[config.mk]
export PLATFORM = sky130hd
export DESIGN_NAME = gar_top
export DESIGN_NICKNAME = d
export VERILOG_FILES = /design/src/common/gar_pkg.sv /design/src/hdl/gar_top.sv
export SDC_FILE = /design/constraint.sdc
export NUM_CORES = 1
export LEC_CHECK = 0
export ABC_CLOCK_PERIOD_IN_PS = 11400
export BUFFER_PORTS_ARGS = -buffer_cell sky130_fd_sc_hd__buf_2
export CAP_MARGIN = 20
export CORE_MARGIN = 10
export CORE_UTILIZATION = 55
export CTS_BUF_LIST = sky130_fd_sc_hd__clkbuf_8
export CTS_CLUSTER_SIZE = 10
export DETAILED_ROUTE_END_ITERATION = 8
export PLACE_DENSITY = 0.76
export SYNTH_ARGS = -nofsm -noshare
export SYNTH_HDL_FRONTEND = slang
export SYNTH_SLANG_ARGS = --single-unit
[constraint.sdc]
create_clock -name clk -period 11.4 [get_ports clk]
set_clock_uncertainty 0.05 [all_clocks]
set_input_delay 0.57 -clock clk [delete_from_list [all_inputs] [get_ports clk]]
set_output_delay 0.57 -clock clk [all_outputs]
set_load 0.1 [all_outputs]
[src/common/gar_pkg.sv]
// gas alarm relay controller: shared constants, types and structs
// assumes a 50 MHz system clock; readings are in tenths of a percent
package gar_pkg;

    // ----------------------------------------------------------------
    // timing
    // ----------------------------------------------------------------
    localparam longint GAR_CLK_HZ      = 50_000_000;
    localparam longint GAR_MENU_HOLD_S = 6;
    localparam longint GAR_INHIBIT_S   = 60;
    localparam longint GAR_IDLE_S      = 300;
    localparam longint GAR_RPT_SLOW_S  = 60;
    localparam longint GAR_RPT_FAST_S  = 5;
    localparam longint GAR_HOLD_CYC    = GAR_MENU_HOLD_S * GAR_CLK_HZ;
    localparam longint GAR_INHIBIT_CYC = GAR_INHIBIT_S * GAR_CLK_HZ;
    localparam longint GAR_IDLE_CYC    = GAR_IDLE_S * GAR_CLK_HZ;
    localparam longint GAR_SLOW_CYC    = GAR_RPT_SLOW_S * GAR_CLK_HZ;
    localparam longint GAR_FAST_CYC    = GAR_RPT_FAST_S * GAR_CLK_HZ;

    typedef logic [35:0] gar_tick_type;
    typedef logic [15:0] gar_rdg_type;

    // ----------------------------------------------------------------
    // thresholds (non-oxygen in whole percent, oxygen in tenths)
    // ----------------------------------------------------------------
    localparam gar_rdg_type GAR_BG_DEF    = 16'h0004;
    localparam gar_rdg_type GAR_BG_MIN    = 16'h0001;
    localparam gar_rdg_type GAR_BG_MAX    = 16'h000A;
    localparam gar_rdg_type GAR_PCT_SCALE = 16'h000A;
    localparam gar_rdg_type GAR_O2_LO_DEF = 16'h00BE;
    localparam gar_rdg_type GAR_O2_HI_DEF = 16'h00DC;
    localparam gar_rdg_type GAR_O2_MIN    = 16'h006E;
    localparam gar_rdg_type GAR_O2_MAX    = 16'h00F0;
    localparam logic [19:0] GAR_HYST_NUM  = 20'h00009;
    localparam logic [19:0] GAR_HYST_DEN  = 20'h0000A;
    localparam logic [1:0]  GAR_LATCH_DEF = 2'h0;
    localparam logic [1:0]  GAR_FS_DEF    = 2'h0;
    localparam logic [15:0] GAR_CNT_MAX   = 16'hFFFF;

    // ----------------------------------------------------------------
    // menu screens
    // ----------------------------------------------------------------
    typedef enum logic [8:0] {
        ST_NORMAL  = 9'h001,
        ST_TIMERS  = 9'h002,
        ST_UNIT    = 9'h004,
        ST_BG_LO   = 9'h008,
        ST_BG_HI   = 9'h010,
        ST_R1_MODE = 9'h020,
        ST_R2_MODE = 9'h040,
        ST_R1_FS   = 9'h080,
        ST_R2_FS   = 9'h100
    } gar_state_type;

    typedef struct packed {
        logic page;
        logic raise;
        logic lower;
    } gar_keys_type;

    typedef struct packed {
        gar_rdg_type bg;
        gar_rdg_type o2_lo;
        gar_rdg_type o2_hi;
        logic [1:0]  latch;
        logic [1:0]  failsafe;
    } gar_cfg_type;

    typedef struct packed {
        logic [15:0] days_zero;
        logic [15:0] days_cal;
        logic [15:0] cal_num;
        logic [15:0] radio_miss;
        logic [31:0] mfg_date;
        logic [31:0] serial;
    } gar_info_type;

endpackage

[src/hdl/gar_top.sv]
// gas alarm relay controller: menu, report rate, relays, info counters
// assumes all inputs synchronous to clk; key inputs are raw levels
`timescale 1ns/1ps

// Behaviour
// RQ1 - hold page six seconds to open menu
// RQ2 - timed span refreshes cal; keyed needs press
// RQ3 - count days since zero, cal, cal number
// RQ4 - count missed radio reports, show date, serial
// RQ5 - report each minute, five seconds above background
// RQ6 - background default 4, range 1 to 10
// RQ7 - oxygen low/high thresholds, 11.0 to 24.0
// RQ8 - per-relay latching or auto, auto default
// RQ9 - auto release ten percent below set-point
// RQ10 - latched until manual reset below set-point
// RQ11 - no alarm one minute after menu exit
// RQ12 - fail-safe inverts relay, off when unit off
// RQ13 - fail-safe defaults off
// RQ14 - raise/lower toggle mode, page commits, advances
// RQ15 - five idle minutes return to normal
// RQ16 - drive equals alarm xor fail-safe, gated
module gar_top
#(
    parameter gar_pkg::gar_tick_type HOLD_CYC    = gar_pkg::gar_tick_type'(gar_pkg::GAR_HOLD_CYC),
    parameter gar_pkg::gar_tick_type INHIBIT_CYC = gar_pkg::gar_tick_type'(gar_pkg::GAR_INHIBIT_CYC),
    parameter gar_pkg::gar_tick_type IDLE_CYC    = gar_pkg::gar_tick_type'(gar_pkg::GAR_IDLE_CYC),
    parameter gar_pkg::gar_tick_type SLOW_CYC    = gar_pkg::gar_tick_type'(gar_pkg::GAR_SLOW_CYC),
    parameter gar_pkg::gar_tick_type FAST_CYC    = gar_pkg::gar_tick_type'(gar_pkg::GAR_FAST_CYC),
    parameter logic [31:0]           MFG_DATE    = 32'h0000_0000, // arbitrary value
    parameter logic [31:0]           SERIAL_NUM  = 32'h0000_0000  // arbitrary value
)
(
    // clock and reset
    input  wire logic                   clk,
    input  wire logic                   sys_rst,
    // keys
    input  wire gar_pkg::gar_keys_type  keys,
    input  wire logic                   relay_reset_key,
    // sensor and unit state
    input  wire logic                   unit_on,
    input  wire logic                   o2_sensor,
    input  wire gar_pkg::gar_rdg_type   gas_reading,
    input  wire gar_pkg::gar_rdg_type [1:0] alarm_setpoint,
    // calibration and radio events
    input  wire logic                   span_timed_done,
    input  wire logic                   span_keyed_active,
    input  wire logic                   span_keyed_done,
    input  wire logic                   zero_done,
    input  wire logic                   day_tick,
    input  wire logic                   radio_missed,
    // status and outputs
    output gar_pkg::gar_state_type      menu_screen,
    output logic                        alarm_inhibit,
    output logic                        report_tick,
    output logic                        fast_rate,
    output logic [1:0]                  relay_alarm,
    output logic [1:0]                  relay_drive,
    output gar_pkg::gar_cfg_type        cfg,
    output gar_pkg::gar_info_type       info
);
    import gar_pkg::*;

    // ----------------------------------------------------------------
    // helpers
    // ----------------------------------------------------------------
    function automatic gar_rdg_type step_val(gar_rdg_type v, logic up, gar_rdg_type lo, gar_rdg_type hi);
        if (up)
            step_val = (v >= hi) ? v : v + 16'h0001;
        else
            step_val = (v <= lo) ? v : v - 16'h0001;
    endfunction

    function automatic logic [15:0] sat_inc(logic [15:0] v);
        sat_inc = (v == GAR_CNT_MAX) ? v : v + 16'h0001;
    endfunction

    function automatic logic hyst_clear(gar_rdg_type rd, gar_rdg_type sp);
        hyst_clear = (20'(rd) * GAR_HYST_DEN) <= (20'(sp) * GAR_HYST_NUM);
    endfunction

    // ----------------------------------------------------------------
    // key edges
    // ----------------------------------------------------------------
    gar_keys_type  keys_q_r;
    gar_state_type state_r;
    gar_state_type state_nxt;
    gar_tick_type  hold_cnt_r;
    gar_tick_type  idle_cnt_r;
    gar_tick_type  inhibit_cnt_r;
    gar_tick_type  rpt_cnt_r;
    gar_rdg_type   bg_r;
    gar_rdg_type   o2_lo_r;
    gar_rdg_type   o2_hi_r;
    logic [1:0]    latch_r;
    logic [1:0]    pend_r;
    logic [1:0]    failsafe_r;
    logic [1:0]    alarm_r;
    logic [1:0]    drive_r;
    logic          report_r;
    logic          fast_r;
    logic          span_touched_r;
    logic [15:0]   days_zero_r;
    logic [15:0]   days_cal_r;
    logic [15:0]   cal_num_r;
    logic [15:0]   miss_r;
    logic          page_ev;
    logic          adj_ev;
    logic          up_ev;
    logic          any_ev;
    logic          in_menu;
    logic          menu_enter;
    logic          idle_out;
    logic          blocked;
    logic          fast_nxt;
    logic          cal_refresh;

    // edge detect of key presses
    always_ff @(posedge clk or posedge sys_rst)
    begin
        if (sys_rst)
            keys_q_r <= '0;
        else
            keys_q_r <= keys;
    end

    assign page_ev = keys.page & ~keys_q_r.page;
    assign up_ev   = keys.raise & ~keys_q_r.raise;
    assign adj_ev  = up_ev | (keys.lower & ~keys_q_r.lower);
    assign any_ev  = page_ev | adj_ev;
    assign in_menu = (state_r != ST_NORMAL);

    // ----------------------------------------------------------------
    // menu navigation
    // ----------------------------------------------------------------
    // long page hold while in normal operation
    always_ff @(posedge clk or posedge sys_rst)
    begin
        if (sys_rst)
            hold_cnt_r <= '0;
        else if (!in_menu && keys.page && hold_cnt_r != HOLD_CYC - 36'h1)
            hold_cnt_r <= hold_cnt_r + 36'h1;
        else if (in_menu || !keys.page)
            hold_cnt_r <= '0;
    end

    assign menu_enter = !in_menu && keys.page && (hold_cnt_r == HOLD_CYC - 36'h1); // RQ1
    assign idle_out   = in_menu && !any_ev && (idle_cnt_r == IDLE_CYC - 36'h1);  // RQ15

    // inactivity timer, restarted by any page, raise or lower key press
    always_ff @(posedge clk or posedge sys_rst)
    begin
        if (sys_rst)
            idle_cnt_r <= '0;
        else if (!in_menu || any_ev)
            idle_cnt_r <= '0;
        else
            idle_cnt_r <= idle_cnt_r + 36'h1; // RQ15
    end

    // screen sequence
    always_comb
    begin
        state_nxt = state_r;
        case (state_r)
            ST_NORMAL:  if (menu_enter) state_nxt = ST_TIMERS; // RQ1
            ST_TIMERS:  if (page_ev) state_nxt = ST_UNIT;
            ST_UNIT:    if (page_ev) state_nxt = ST_BG_LO;
            ST_BG_LO:   if (page_ev) state_nxt = o2_sensor ? ST_BG_HI : ST_R1_MODE;
            ST_BG_HI:   if (page_ev) state_nxt = ST_R1_MODE;
            ST_R1_MODE: if (page_ev) state_nxt = ST_R2_MODE; // RQ14
            ST_R2_MODE: if (page_ev) state_nxt = ST_R1_FS;   // RQ14
            ST_R1_FS:   if (page_ev) state_nxt = ST_R2_FS;
            ST_R2_FS:   if (page_ev) state_nxt = ST_NORMAL;
            default:    state_nxt = ST_NORMAL;
        endcase
        if (idle_out)
            state_nxt = ST_NORMAL; // RQ15
    end

    always_ff @(posedge clk or posedge sys_rst)
    begin
        if (sys_rst)
            state_r <= ST_NORMAL;
        else
            state_r <= state_nxt;
    end

    // alarm inhibit after leaving the menu
    always_ff @(posedge clk or posedge sys_rst)
    begin
        if (sys_rst)
            inhibit_cnt_r <= '0;
        else if (in_menu && state_nxt == ST_NORMAL)
            inhibit_cnt_r <= INHIBIT_CYC; // RQ11
        else if (inhibit_cnt_r != '0)
            inhibit_cnt_r <= inhibit_cnt_r - 36'h1;
    end

    assign blocked = in_menu || (inhibit_cnt_r != '0); // RQ11

    // ----------------------------------------------------------------
    // settings
    // ----------------------------------------------------------------
    // background and oxygen thresholds
    always_ff @(posedge clk or posedge sys_rst)
    begin
        if (sys_rst)
        begin
            bg_r    <= GAR_BG_DEF;    // RQ6
            o2_lo_r <= GAR_O2_LO_DEF; // RQ7
            o2_hi_r <= GAR_O2_HI_DEF; // RQ7
        end
        else if (adj_ev && state_r == ST_BG_LO && !o2_sensor)
            bg_r <= step_val(bg_r, up_ev, GAR_BG_MIN, GAR_BG_MAX); // RQ6
        else if (adj_ev && state_r == ST_BG_LO)
            o2_lo_r <= step_val(o2_lo_r, up_ev, GAR_O2_MIN, GAR_O2_MAX); // RQ7
        else if (adj_ev && state_r == ST_BG_HI)
            o2_hi_r <= step_val(o2_hi_r, up_ev, GAR_O2_MIN, GAR_O2_MAX); // RQ7
    end

    // relay mode with pending choice, and fail-safe selection
    always_ff @(posedge clk or posedge sys_rst)
    begin
        if (sys_rst)
        begin
            latch_r    <= GAR_LATCH_DEF; // RQ8
            pend_r     <= GAR_LATCH_DEF;
            failsafe_r <= GAR_FS_DEF;    // RQ13
        end
        else
        begin
            if (menu_enter)
                pend_r <= latch_r;
            else if (adj_ev && state_r == ST_R1_MODE)
                pend_r[0] <= ~pend_r[0]; // RQ14
            else if (adj_ev && state_r == ST_R2_MODE)
                pend_r[1] <= ~pend_r[1]; // RQ14
            if (page_ev && state_r == ST_R1_MODE)
                latch_r[0] <= pend_r[0]; // RQ14
            if (page_ev && state_r == ST_R2_MODE)
                latch_r[1] <= pend_r[1]; // RQ14
            if (adj_ev && state_r == ST_R1_FS)
                failsafe_r[0] <= ~failsafe_r[0];
            if (adj_ev && state_r == ST_R2_FS)
                failsafe_r[1] <= ~failsafe_r[1];
        end
    end

    // ----------------------------------------------------------------
    // radio report rate
    // ----------------------------------------------------------------
    assign fast_nxt = o2_sensor ? (gas_reading <= o2_lo_r || gas_reading >= o2_hi_r)
                                : (gas_reading >= bg_r * GAR_PCT_SCALE); // RQ5

    always_ff @(posedge clk or posedge sys_rst)
    begin
        if (sys_rst)
        begin
            rpt_cnt_r <= SLOW_CYC - 36'h1;
            report_r  <= 1'b0;
            fast_r    <= 1'b0;
        end
        else
        begin
            fast_r   <= fast_nxt;
            report_r <= (rpt_cnt_r == '0);
            if (rpt_cnt_r == '0)
                rpt_cnt_r <= (fast_nxt ? FAST_CYC : SLOW_CYC) - 36'h1; // RQ5
            else if (fast_nxt && rpt_cnt_r > FAST_CYC - 36'h1)
                rpt_cnt_r <= FAST_CYC - 36'h1; // RQ5
            else
                rpt_cnt_r <= rpt_cnt_r - 36'h1;
        end
    end

    // ----------------------------------------------------------------
    // alarm relays
    // ----------------------------------------------------------------
    always_ff @(posedge clk or posedge sys_rst)
    begin
        if (sys_rst)
            alarm_r <= '0;
        else
            for (int i = 0; i < 2; i++)
            begin
                if (!alarm_r[i])
                    alarm_r[i] <= (gas_reading >= alarm_setpoint[i]) && !blocked; // RQ11
                else if (latch_r[i])
                    alarm_r[i] <= !(relay_reset_key && gas_reading < alarm_setpoint[i]); // RQ10
                else
                    alarm_r[i] <= !hyst_clear(gas_reading, alarm_setpoint[i]); // RQ9
            end
    end

    // output polarity
    always_ff @(posedge clk or posedge sys_rst)
    begin
        if (sys_rst)
            drive_r <= '0;
        else
            drive_r <= unit_on ? (alarm_r ^ failsafe_r) : 2'h0; // RQ12 RQ16
    end

    // ----------------------------------------------------------------
    // zero, calibration and radio information
    // ----------------------------------------------------------------
    assign cal_refresh = span_timed_done || (span_keyed_done && (span_touched_r || (adj_ev && span_keyed_active)));

    // keyed span touched by at least one adjustment
    always_ff @(posedge clk or posedge sys_rst)
    begin
        if (sys_rst)
            span_touched_r <= 1'b0;
        else if (adj_ev && span_keyed_active)
            span_touched_r <= 1'b1; // RQ2
        else if (span_keyed_done || !span_keyed_active)
            span_touched_r <= 1'b0;
    end

    always_ff @(posedge clk or posedge sys_rst)
    begin
        if (sys_rst)
        begin
            days_zero_r <= '0;
            days_cal_r  <= '0;
            cal_num_r   <= '0;
        end
        else
        begin
            if (zero_done)
                days_zero_r <= '0; // RQ3
            else if (day_tick)
                days_zero_r <= sat_inc(days_zero_r); // RQ3
            if (cal_refresh)
            begin
                days_cal_r <= '0;                   // RQ2
                cal_num_r  <= sat_inc(cal_num_r);   // RQ3
            end
            else if (day_tick)
                days_cal_r <= sat_inc(days_cal_r);  // RQ3
        end
    end

    always_ff @(posedge clk or posedge sys_rst)
    begin
        if (sys_rst)
            miss_r <= '0;
        else if (radio_missed)
            miss_r <= sat_inc(miss_r); // RQ4
    end

    // ----------------------------------------------------------------
    // outputs
    // ----------------------------------------------------------------
    assign menu_screen   = state_r;
    assign alarm_inhibit = blocked;
    assign report_tick   = report_r;
    assign fast_rate     = fast_r;
    assign relay_alarm   = alarm_r;
    assign relay_drive   = drive_r;
    assign cfg           = '{bg: bg_r, o2_lo: o2_lo_r, o2_hi: o2_hi_r, latch: latch_r, failsafe: failsafe_r};
    assign info          = '{days_zero: days_zero_r, days_cal: days_cal_r, cal_num: cal_num_r,
                             radio_miss: miss_r, mfg_date: MFG_DATE, serial: SERIAL_NUM};

    // ----------------------------------------------------------------
    // checks
    // ----------------------------------------------------------------
    AST_MENU_ENTRY: assert property (@(posedge clk) disable iff (sys_rst) // RQ1
        $rose(state_r == ST_TIMERS) |-> $past(keys.page) && $past(hold_cnt_r) == HOLD_CYC - 36'h1)
        else $error("menu opened without full page hold");
    AST_IDLE_EXIT: assert property (@(posedge clk) disable iff (sys_rst) // RQ15
        idle_out |=> state_r == ST_NORMAL && inhibit_cnt_r == INHIBIT_CYC)
        else $error("idle timeout did not return to normal");
    AST_INHIBIT: assert property (@(posedge clk) disable iff (sys_rst) // RQ11
        blocked && alarm_r == 2'h0 |=> alarm_r == 2'h0)
        else $error("alarm raised during inhibit");
    AST_AUTO_HOLD: assert property (@(posedge clk) disable iff (sys_rst) // RQ9
        alarm_r[1] && !latch_r[1] && !hyst_clear(gas_reading, alarm_setpoint[1]) |=> alarm_r[1])
        else $error("auto relay released inside hysteresis");
    AST_LATCH_HOLD: assert property (@(posedge clk) disable iff (sys_rst) // RQ10
        alarm_r[0] && latch_r[0] && !(relay_reset_key && gas_reading < alarm_setpoint[0]) |=> alarm_r[0])
        else $error("latched relay released without valid reset");
    AST_DRIVE: assert property (@(posedge clk) disable iff (sys_rst) // RQ12 RQ16
        ##1 relay_drive == ($past(unit_on) ? ($past(alarm_r) ^ $past(failsafe_r)) : 2'h0))
        else $error("relay drive polarity wrong");
    AST_RATE: assert property (@(posedge clk) disable iff (sys_rst) // RQ5
        rpt_cnt_r == '0 |=> rpt_cnt_r == ($past(fast_nxt) ? FAST_CYC : SLOW_CYC) - 36'h1 ##0 report_tick)
        else $error("report period reload wrong");
    AST_BG_RANGE: assert property (@(posedge clk) disable iff (sys_rst) // RQ6 RQ7
        bg_r >= GAR_BG_MIN && bg_r <= GAR_BG_MAX && o2_lo_r >= GAR_O2_MIN && o2_hi_r <= GAR_O2_MAX)
        else $error("threshold out of range");
    AST_CAL_KEYED: assert property (@(posedge clk) disable iff (sys_rst) // RQ2
        span_keyed_done && !span_timed_done && !span_touched_r && !adj_ev |=> $stable(cal_num_r))
        else $error("untouched keyed span refreshed calibration");
    AST_MODE_COMMIT: assert property (@(posedge clk) disable iff (sys_rst) // RQ14
        page_ev && state_r == ST_R1_MODE |=> latch_r[0] == $past(pend_r[0]) && state_r == ST_R2_MODE)
        else $error("relay mode not committed on page");
    AST_MISS: assert property (@(posedge clk) disable iff (sys_rst) // RQ4
        radio_missed && miss_r != GAR_CNT_MAX |=> miss_r == $past(miss_r) + 16'h0001)
        else $error("missed radio count not advanced");

    COV_MENU: cover property (@(posedge clk) disable iff (sys_rst) state_r == ST_R2_FS ##1 state_r == ST_NORMAL);
    COV_LATCH: cover property (@(posedge clk) disable iff (sys_rst) latch_r[0] && $fell(alarm_r[0]));
    COV_FAST: cover property (@(posedge clk) disable iff (sys_rst) report_tick && fast_rate);
    COV_FS: cover property (@(posedge clk) disable iff (sys_rst) failsafe_r[0] && unit_on && relay_drive[0]);

endmodule // gar_top

## Word-level counts from Yosys, hierarchy flattened

Cells that the tools add are included.

| storage, ports and cells | value |
|---|---|
| bits in registers | 281 |
| bits of input ports | 62 |
| word-level logic and storage cells | 208 |

| operators by class | value |
|---|---|
| multiplexer cells | 47 |
| $add $sub $neg | 15 |
| multipliers | 4 |
| bitwise logic cells | 17 |
| equality and inequality tests | 27 |
| magnitude comparators | 16 |
| reduce and logical (&&, ||, !) cells | 56 |

Operators by type and width:

| kind | count |
|---|---|
| 2-to-1 mux 36 bit | 7 |
| 2-to-1 mux 16 bit | 15 |
| adder 16 x 1 -> 16 bit (second input constant) | 7 |
| 2-to-1 mux 9 bit | 10 |
| one-hot mux 9 bit (9 select lines) | 1 |
| adder 36 x 1 -> 36 bit (second input constant) | 2 |
| subtractor 36 x 1 -> 36 bit (second input constant) | 2 |
| equality test 16 bit (second input constant) | 4 |
| >= comparator 16 bit | 4 |
| subtractor 16 x 1 -> 16 bit (second input constant) | 3 |
| less-or-equal comparator 20 bit | 2 |
| multiplier 16 x 4 -> 20 bit (second input constant) | 2 |
| equality test 36 x 29 -> 1 bit (second input constant) | 1 |
| equality test 36 x 34 -> 1 bit (second input constant) | 1 |
| greater-than comparator 36 x 28 -> 1 bit (second input constant) | 1 |
| logical NOT 36 bit | 1 |
| inequality test 36 x 29 -> 1 bit (second input constant) | 1 |
| nonzero test 36 bit | 1 |
| subtractor 32 x 1 -> 33 bit (second input constant) | 1 |
| >= comparator 16 x 8 -> 1 bit (second input constant) | 2 |
| less-or-equal comparator 16 x 7 -> 1 bit (second input constant) | 2 |
| less-than comparator 16 bit | 2 |
| 2-to-1 mux 32 bit | 1 |
| logical AND 1 bit | 22 |
| other kinds (30) | 87 |

## Depth between registers and ports, before layout

Gate-level depths: netlist (run 1).

| logic depth | value |
|---|---|
| word-level depth | 11 |
| gate-level depth with buffers | 23 |
| gate-level depth less buffers | 23 |

## Worst setup path after synthesis (run 1)

No wires, ideal clock.

| timing | value |
|---|---|
| path type | flip-flop to flip-flop |
| start | register bg_r[3] |
| end | register rpt_cnt_r[16] |
| period minus slack after synthesis | 5.077 ns |
| stages on the path, launching flop included | 22 |
| library setup time | 0.134 ns |
| arrival | 4.893 ns |
| setup slack | 6.323 ns |
| cells stage by stage | dfrtp_1 ha_1 ha_1 fa_1 a21o_1 a21oi_1 o21bai_1 a21oi_1 o21bai_1 a21oi_1 o21bai_1 a21oi_1 xor2_1 ha_1 nand4_1 nor3_1 nor3_1 o211ai_1 a41oi_1 nor3_1 clkbuf_1 nor3_1 |

| between the ends | value |
|---|---|
| longest elaborated chain between the ends | 6 |

RTL lines:

| item | line | RTL |
|---|---|---|
| start, declared | gar_top.sv:91 | `gar_rdg_type bg_r;` |
| start signal, assigned | gar_top.sv:214 | `bg_r <= step_val(bg_r, up_ev, GAR_BG_MIN, GAR_BG_MAX);` |
| multiplier 16 x 3 -> 15 bit * | gar_top.sv:253 | `: (gas_reading >= bg_r * GAR_PCT_SCALE);` |
| >= comparator 16 bit * | gar_top.sv:253 |  |
| 2-to-1 mux 1 bit * | gar_top.sv:252 | `assign fast_nxt = o2_sensor ? (gas_reading <= o2_lo_r \|\| gas_reading >= o2_hi_r)` |
| 2-to-1 mux 32 bit or logical AND 1 bit (tied branches) | gar_top.sv:268, gar_top.sv:269 |  |
| subtractor 32 x 1 -> 33 bit or 2-to-1 mux 36 bit (tied branches) | gar_top.sv:268, gar_top.sv:269 |  |
| 2-to-1 mux 36 bit * | gar_top.sv:267 | `if (rpt_cnt_r == '0)` |
| end signal, assigned | gar_top.sv:268 | `rpt_cnt_r <= (fast_nxt ? FAST_CYC : SLOW_CYC) - 36'h1;` |
| end signal, assigned | gar_top.sv:270 | `rpt_cnt_r <= FAST_CYC - 36'h1;` |
| end signal, assigned | gar_top.sv:272 | `rpt_cnt_r <= rpt_cnt_r - 36'h1;` |
| end, declared | gar_top.sv:90 | `gar_tick_type rpt_cnt_r;` |

Every way passes the cells marked *; elsewhere a longest branch is shown, timed or not.
A chain may end at the register's enable or synchronous reset.

## Worst setup path in the final report (run 1)

| timing | value |
|---|---|
| start | register bg_r[3] |
| end | register rpt_cnt_r[3] |

| between the ends | value |
|---|---|
| longest elaborated chain between the ends | 6 |

RTL lines:

| item | line | RTL |
|---|---|---|
| multiplier 16 x 3 -> 15 bit | gar_top.sv:253 |  |
| >= comparator 16 bit | gar_top.sv:253 |  |
| 2-to-1 mux 1 bit | gar_top.sv:252 |  |
| logical AND 1 bit | gar_top.sv:269 | `else if (fast_nxt && rpt_cnt_r > FAST_CYC - 36'h1)` |
| 2-to-1 mux 36 bit | gar_top.sv:269 |  |
| 2-to-1 mux 36 bit | gar_top.sv:267 |  |

No other way between the ends.

==> results of run 1 <==
==> power breakdown <==
group	switching [mW]	internal, mW	total, mW
combinational	0.693	0.286	0.978
clock	0.441	0.583	1.02
sequential	0.0751	1.07	1.15
==> through the flow <==
step | area (µm²) | utilization
floorplan | 21100 | -
global placement | 22100 | 0.589
detailed placement | 22100 | 0.589
CTS | 23200 | 0.618
global route | 23200 | 0.618
finish | 23200 | 0.618
==> sequential cells by signal (all words and copies together), names as in the netlist <==
signal          flops
rpt_cnt_r          36
hold_cnt_r         36
inhibit_cnt_r      36
cal_num_r          16
bg_r               16
days_cal_r         16
failsafe_r          2
o2_lo_r            16
relay_alarm         2
latch_r             2
fast_rate           1
span_touched_r      1
pend_r              2
days_zero_r        16
miss_r             16
idle_cnt_r         36
report_tick         1
o2_hi_r            16
relay_drive         2
menu_screen         9
keys_q_r            3
==> cells in the mapped netlist, types with 4 or more instances <==
cell / n / share of area
and4_1: 13 / 0.0055
o31ai_1: 6 / 0.0022
a21boi_0: 5 / 0.0018
nor4b_1: 5 / 0.0021
xnor2_1: 147 / 0.062
a211o_1: 4 / 0.0017
dfstp_2: 33 / 0.042
or2_2: 11 / 0.0033
nand2_1: 184 / 0.033
nand3b_1: 8 / 0.0029
nor4_1: 28 / 0.0084
a21oi_1: 108 / 0.026
clkbuf_1: 40 / 0.0072
o2111ai_1: 4 / 0.0017
nand4_1: 65 / 0.020
nand2b_1: 24 / 0.0072
a21o_1: 65 / 0.023
buf_4: 64 / 0.023
ha_1: 260 / 0.16
dfrtp_1: 248 / 0.30
and3_1: 35 / 0.011
nor2_1: 233 / 0.042
mux2_2: 5 / 0.0027
a31oi_1: 10 / 0.0030
fa_1: 6 / 0.0058
a2111oi_0: 4 / 0.0017
or4_1: 6 / 0.0022
mux2i_1: 7 / 0.0034
xor2_1: 129 / 0.054
o21a_1: 14 / 0.0050
and2_1: 16 / 0.0048
o21ai_0: 105 / 0.025
o21bai_1: 8 / 0.0029
or3_1: 36 / 0.011
nor3_1: 74 / 0.018
o211ai_1: 7 / 0.0025
nor2b_1: 25 / 0.0075
inv_1: 116 / 0.021
nand3_1: 82 / 0.020
a211oi_1: 6 / 0.0022
nor3b_1: 6 / 0.0022
o31a_1: 7 / 0.0029
==> cell families (layout without fill, tap and decap cells) <==
logic type	count (synthesis)	after routing	share of synthesized area
DFF	281	281	0.339
adders and majority gates	266	266	0.162
and+or+nand+nor	872	872	0.210
xor gates and xnor gates	276	276	0.116
muxes	12	12	0.00606
buffers and inverters	225	407	0.0524
AOI/OAI and AO/OA	381	381	0.114
other	1	65	0.000180
==> final timing paths <==
| kind | from | cells after the start | end | slack, ps |
|---|---|---|---|---|
| worst max-delay path | bg_r[3] | 21 | rpt_cnt_r[3] | 6250 |
| worst min-delay path | keys[2] | 1 | keys_q_r[2] | 60 |
| worst max register to register | bg_r[3] | 21 | rpt_cnt_r[3] | 6250 |
| worst min register to register | cal_num_r[9] | 1 | cal_num_r[9] | 430 |
| max in group asynchronous | sys_rst | 3 | rpt_cnt_r[30] | 9650 |
| min in group asynchronous | sys_rst | 2 | cal_num_r[7] | 130 |
==> routing by layer <==
layer  share of wire  global-route usage  vias to the layer above
met5               0                   0                        -
met4           0.030              0.0825                        0
met3           0.061              0.0421                       96
met2            0.48               0.386                      472
met1            0.43               0.288                     8406
li1                -                   -                     8441
==> cell type report <==
type                       count  area, µm²
multi-input combinational   1871      12900
tap                          511        639
clock buffer                  62        853
antenna                        1       2.50
fill                        3310      14400
inverter                     116        443
timing repair buffer         202       1030
sequential                   281       7070
clock inverter                27        233
==> critical path, delay by kind of cell (launching register included) <==
family	cells	cell delay [ps]
AOI/OAI and AO/OA	10	1860
xor gates and xnor gates	1	160
adders and majority gates	4	1210
buffers and inverters	1	220
DFF	1	540
and+or+nand+nor	5	1000
==> flow_metrics.env, run 1 <==
export IMPL_setup_slack_ps=6250
export IMPL_antenna_found_initial=0
export IMPL_slew_violations=0
export IMPL_relSlewSlack=0.307
export IMPL_synth_flop_cell="dfrtp_1"
export IMPL_cp_cell_sequence="ha_1 > ha_1 > fa_1 > a21o_1 > a21oi_1 > o21bai_1 > a21oi_1 > o21bai_1 > a21oi_1 > o21bai_1 > a21oi_1 > xor2_1 > ha_1 > nand4_1 > nor3_1 > nor3_1 > o211ai_1 > a41oi_1 > nor3_1 > buf_4 > or4_1"
export IMPL_dp_hpwl_um=41400
export IMPL_tightestPinTransition_ps=1040
export IMPL_htree_levels=2
export IMPL_grt_pass1_wl_um=89000
export IMPL_num_io_pins=258
export IMPL_synth_edff_count=0
export IMPL_clock_sinks=281
export IMPL_async_flop_share=1.00
export IMPL_instances_no_fill=3071
export IMPL_whs_ps=61.2
export IMPL_rsz0062_at_grt="no"
export IMPL_drc=0
export IMPL_drive_gt1_frac=0.136
export IMPL_synth_cells=2314
export IMPL_cpPeakStageDelay_ps=540
export IMPL_slowest_stage="dfrtp_1"
export IMPL_firstDrtPassIters=5
export IMPL_die_h_um=215
export IMPL_io_buffers=193
export IMPL_vias_per_cell=5.67
export IMPL_powerDensity_nw_per_um2=136
export IMPL_yosysUniqueCellTypes=77
export IMPL_die_x_um=215
export IMPL_rows=71
export IMPL_cts_hold_buf=0
export IMPL_wl_per_cell_um=17.6
export IMPL_ir_worst_vdd_uv=317
export IMPL_cts_tree="yes"
export IMPL_grt_max_degree=133
export IMPL_critPathKind="register to register"
export IMPL_final_nets=2848
export IMPL_worst_skew_pair_late_latency_ps=630
export IMPL_grt_use_total=0.229
export IMPL_min_path_type="input port to register"
export IMPL_final_common_cell="ha_1"
export IMPL_timing_fmax_ghz=0.194
export IMPL_cap_violations=0
export IMPL_start_kind="register"
export IMPL_netlist_area_um2=20900
export IMPL_finalSetupTns_ps=0
export IMPL_postRouteAntennaNets=0
export IMPL_cp_required_ps=11860
export IMPL_path_clk_slew_ps=70
export IMPL_final_cell_mix="260 x ha_1, 248 x dfrtp_1, 233 x nor2_1"
export IMPL_finalSetupViolations=0
export IMPL_cp_max_fo=18
export IMPL_gp_congestion=0.942
export IMPL_core_um2=37600
export IMPL_fin_crit_ps=5150
export IMPL_first_iter_violations=1205
export IMPL_ys_warn_count=0
export IMPL_crit_arrival_ps=5610
export IMPL_leakage_nw=11.2
export IMPL_hold_viol_final=0
export IMPL_dpl_worst_slack_ps=6290
export IMPL_post_place_cells=2981
export IMPL_cp_common_cell="a21oi_1"
export IMPL_grt_pass1_vias=17600
export IMPL_end_kind="register"
export IMPL_dieArea_um2=46100
export IMPL_wirelength_um=54000
export IMPL_synth_area_per_cell_um2=9.01
export IMPL_yosysSeqAreaShare=0.339
export IMPL_num_vias=17400
export IMPL_start_util=0.555
export IMPL_total_power_mw=3.15
export IMPL_area_growth_pct=11.3
export IMPL_post_cts_repair_setup_buffers=0
export IMPL_grt_ovfl_total=0
export IMPL_cts_root_buf="clkbuf_8"
export IMPL_min_period_over_period=0.451
export IMPL_numCtsBuffers=48
export IMPL_ys_ff_latch=281
export IMPL_outcome="finished clean"
export IMPL_cts_resized=0
export IMPL_cts_buffer_depth=3
(Power assumes the default switching activity.)
==> run 2: changes to the inputs <==
--- a/config.mk
+++ b/config.mk
@@ -5,7 +5,7 @@
 export SDC_FILE = /design/constraint.sdc
 export NUM_CORES = 1
 export LEC_CHECK = 0
-export ABC_CLOCK_PERIOD_IN_PS = 11400
+export ABC_CLOCK_PERIOD_IN_PS = 5400
 export BUFFER_PORTS_ARGS = -buffer_cell sky130_fd_sc_hd__buf_2
 export CAP_MARGIN = 20
 export CORE_MARGIN = 10
==> constraint.sdc (replaced) <==
create_clock -name clk -period 5.4 [get_ports clk]
set_clock_uncertainty 0.05 [all_clocks]
set_input_delay 0.27 -clock clk [delete_from_list [all_inputs] [get_ports clk]]
set_output_delay 0.27 -clock clk [all_outputs]
set_load 0.1 [all_outputs]
==> run 2 against run 1 <==
Compared with the run above:
- core utilization increased by 0.39 points
- sequential cell count unchanged
- design area increased by 0.63%
- highest routed layer unchanged
- cell count increased by 0.72%
==> flow_metrics.env, run 2 (same netlist as run 1, synthesis figures left out) <==
export IMPL_outcome="finished clean"
export IMPL_path_clk_slew_ps=60
export IMPL_grt_pass1_vias=17800
export IMPL_wirelength_um=54600
export IMPL_reg2reg_depth=21
export IMPL_start_kind="register"
export IMPL_rsz0062_at_grt="no"
export IMPL_relSlewSlack=0.287
export IMPL_final_nets=2869
export IMPL_antenna_found_initial=1
export IMPL_dieArea_um2=46100
export IMPL_stdcell_area_um2=23400
export IMPL_powerDensity_nw_per_um2=283
export IMPL_postRouteAntennaNets=0
export IMPL_post_cts_repair_setup_buffers=0
export IMPL_tightestPinTransition_ps=1070
export IMPL_dpl_instance_area_um2=22200
export IMPL_hold_path_startpoint="day_tick"
export IMPL_reg2reg_from="bg_r[2]"
export IMPL_timing_fmax_ghz=0.199
export IMPL_slew_violations=0
export IMPL_instances_no_fill=3093
export IMPL_cp_startpoint="bg_r[2]"
export IMPL_fillerInstances=3187
export IMPL_die_x_um=215
export IMPL_first_iter_violations=1258
export IMPL_regToRegEndpoint="rpt_cnt_r[25]"
export IMPL_cts_hold_buf=11
export IMPL_worst_skew_pair_late_latency_ps=640
export IMPL_total_power_mw=6.61
export IMPL_cp_max_fo=10
export IMPL_htree_levels=2
export IMPL_rows=71
export IMPL_grt_max_degree=183
export IMPL_numCtsBuffers=51
export IMPL_io_buffers=193
export IMPL_cp_required_ps=5880
export IMPL_core_um2=37600
export IMPL_post_place_cells=2987
export IMPL_finalSetupTns_ps=0
export IMPL_min_to="days_cal_r[0]"
export IMPL_setup_slack_ps=382
export IMPL_grt_pass1_wl_um=89400
export IMPL_crit_arrival_ps=5500
export IMPL_cts_resized=0
export IMPL_hold_viol_final=0
export IMPL_finalSetupViolations=0
export IMPL_critPathKind="register to register"
export IMPL_multi_input_area_um2=12900
export IMPL_vias_per_cell=5.68
export IMPL_num_io_pins=258
export IMPL_min_period_over_period=0.929
export IMPL_end_kind="register"
export IMPL_ir_worst_vdd_uv=558
export IMPL_cts_root_buf="clkbuf_8"
export IMPL_cts_buffer_depth=3
export IMPL_start_util=0.555
export IMPL_firstDrtPassIters=5
export IMPL_dp_hpwl_um=40900
export IMPL_num_vias=17600
export IMPL_min_path_type="input port to register"
export IMPL_fin_crit_ps=5020
export IMPL_n_antenna_cell=0
export IMPL_leakage_nw=11.3
export IMPL_area_growth_pct=12.0
export IMPL_gp_congestion=0.920
export IMPL_cap_violations=0
export IMPL_drive_gt1_frac=0.137
export IMPL_cts_tree="yes"
export IMPL_dpl_worst_slack_ps=134
export IMPL_die_h_um=215
export IMPL_grt_use_total=0.231
export IMPL_wl_per_cell_um=17.7
export IMPL_grt_ovfl_total=0
export IMPL_drc=0
export IMPL_ff2ff_setup_slack_ps=380
export IMPL_clock_sinks=281
export IMPL_seq_area_um2=7070
export IMPL_final_common_cell="ha_1"
export IMPL_final_cell_mix="260 x ha_1, 248 x dfrtp_1, 233 x nor2_1"
export IMPL_min_delay_path_depth=4
## run 2: cell count changes in the layout (fill, tap and decap cells not counted), sizes merged
cell	delta
inv	+4
bufinv	-3
clkbuf	+4
diode	-1
dlygate4sd3	+11
clkinvlp	+1
buf	+7
clkinv	-1
## run 2: area by class of cell
| type | count | area share |
|---|---|---|
| Clock inverter | 28 | 0.00670 |
| Timing Repair Buffer | 220 | 0.0516 |
| Multi-Input combinational cell | 1871 | 0.554 |
| Tap cell | 511 | 0.0274 |
| Clock buffer | 66 | 0.0389 |
| Sequential cell | 281 | 0.303 |
| Inverter | 116 | 0.0188 |
## run 2: report_power, final
group          internal (mW)  switching [mW]  total (mW)  leakage (nW)
clock                   1.15           0.950        2.10         0.625
combinational          0.610            1.48        2.09          7.03
sequential              2.26           0.159        2.42          3.59
total                   4.02            2.59        6.61          11.3
## run 2: per-layer routing
| metal | up-vias | routed length [µm] | track usage |
|---|---|---|---|
| met5 | - | 0 | 0 |
| met4 | 0 | 1800 | 0.0879 |
| met3 | 121 | 4170 | 0.0566 |
| met2 | 565 | 25700 | 0.377 |
| met1 | 8408 | 23000 | 0.289 |
| li1 | 8470 | - | - |
## run 2: per-stage QoR
step | utilization | hold WS (ps)
2_1_floorplan | - | 251
3_3_place_gp | 0.590 | 343
3_5_place_dp | 0.590 | 347
4_1_cts | 0.621 | 74.6
5_1_grt | 0.621 | 116
6_report | 0.621 | 132
## run 2: worst max-delay path by stage
stage | end | slack (ps) | cells past startpoint
after floorplan | rpt_cnt_r[16] | 320 | 21
after global placement | rpt_cnt_r[33] | 310 | 20
after detailed placement | rpt_cnt_r[35] | 130 | 20
after CTS | rpt_cnt_r[33] | 110 | 20
after global routing | rpt_cnt_r[27] | 20 | 19
final | rpt_cnt_r[25] | 380 | 21
## run 2: critical path, stage by stage (launching register included)
cell      delay [ps]
dfstp_2          640
ha_1             300
ha_1             300
a21o_1           180
a21oi_1          230
nor2b_1           90
o21a_1           190
o311a_1          300
o21a_1           180
o21ai_0          230
nand2b_1         110
xnor2_1          140
ha_1             300
nand4_1          150
nor3_1            70
nor3_1           150
o211ai_1         120
a41oi_1          340
nor3_1           140
buf_2            200
buf_4            170
or3_1            360
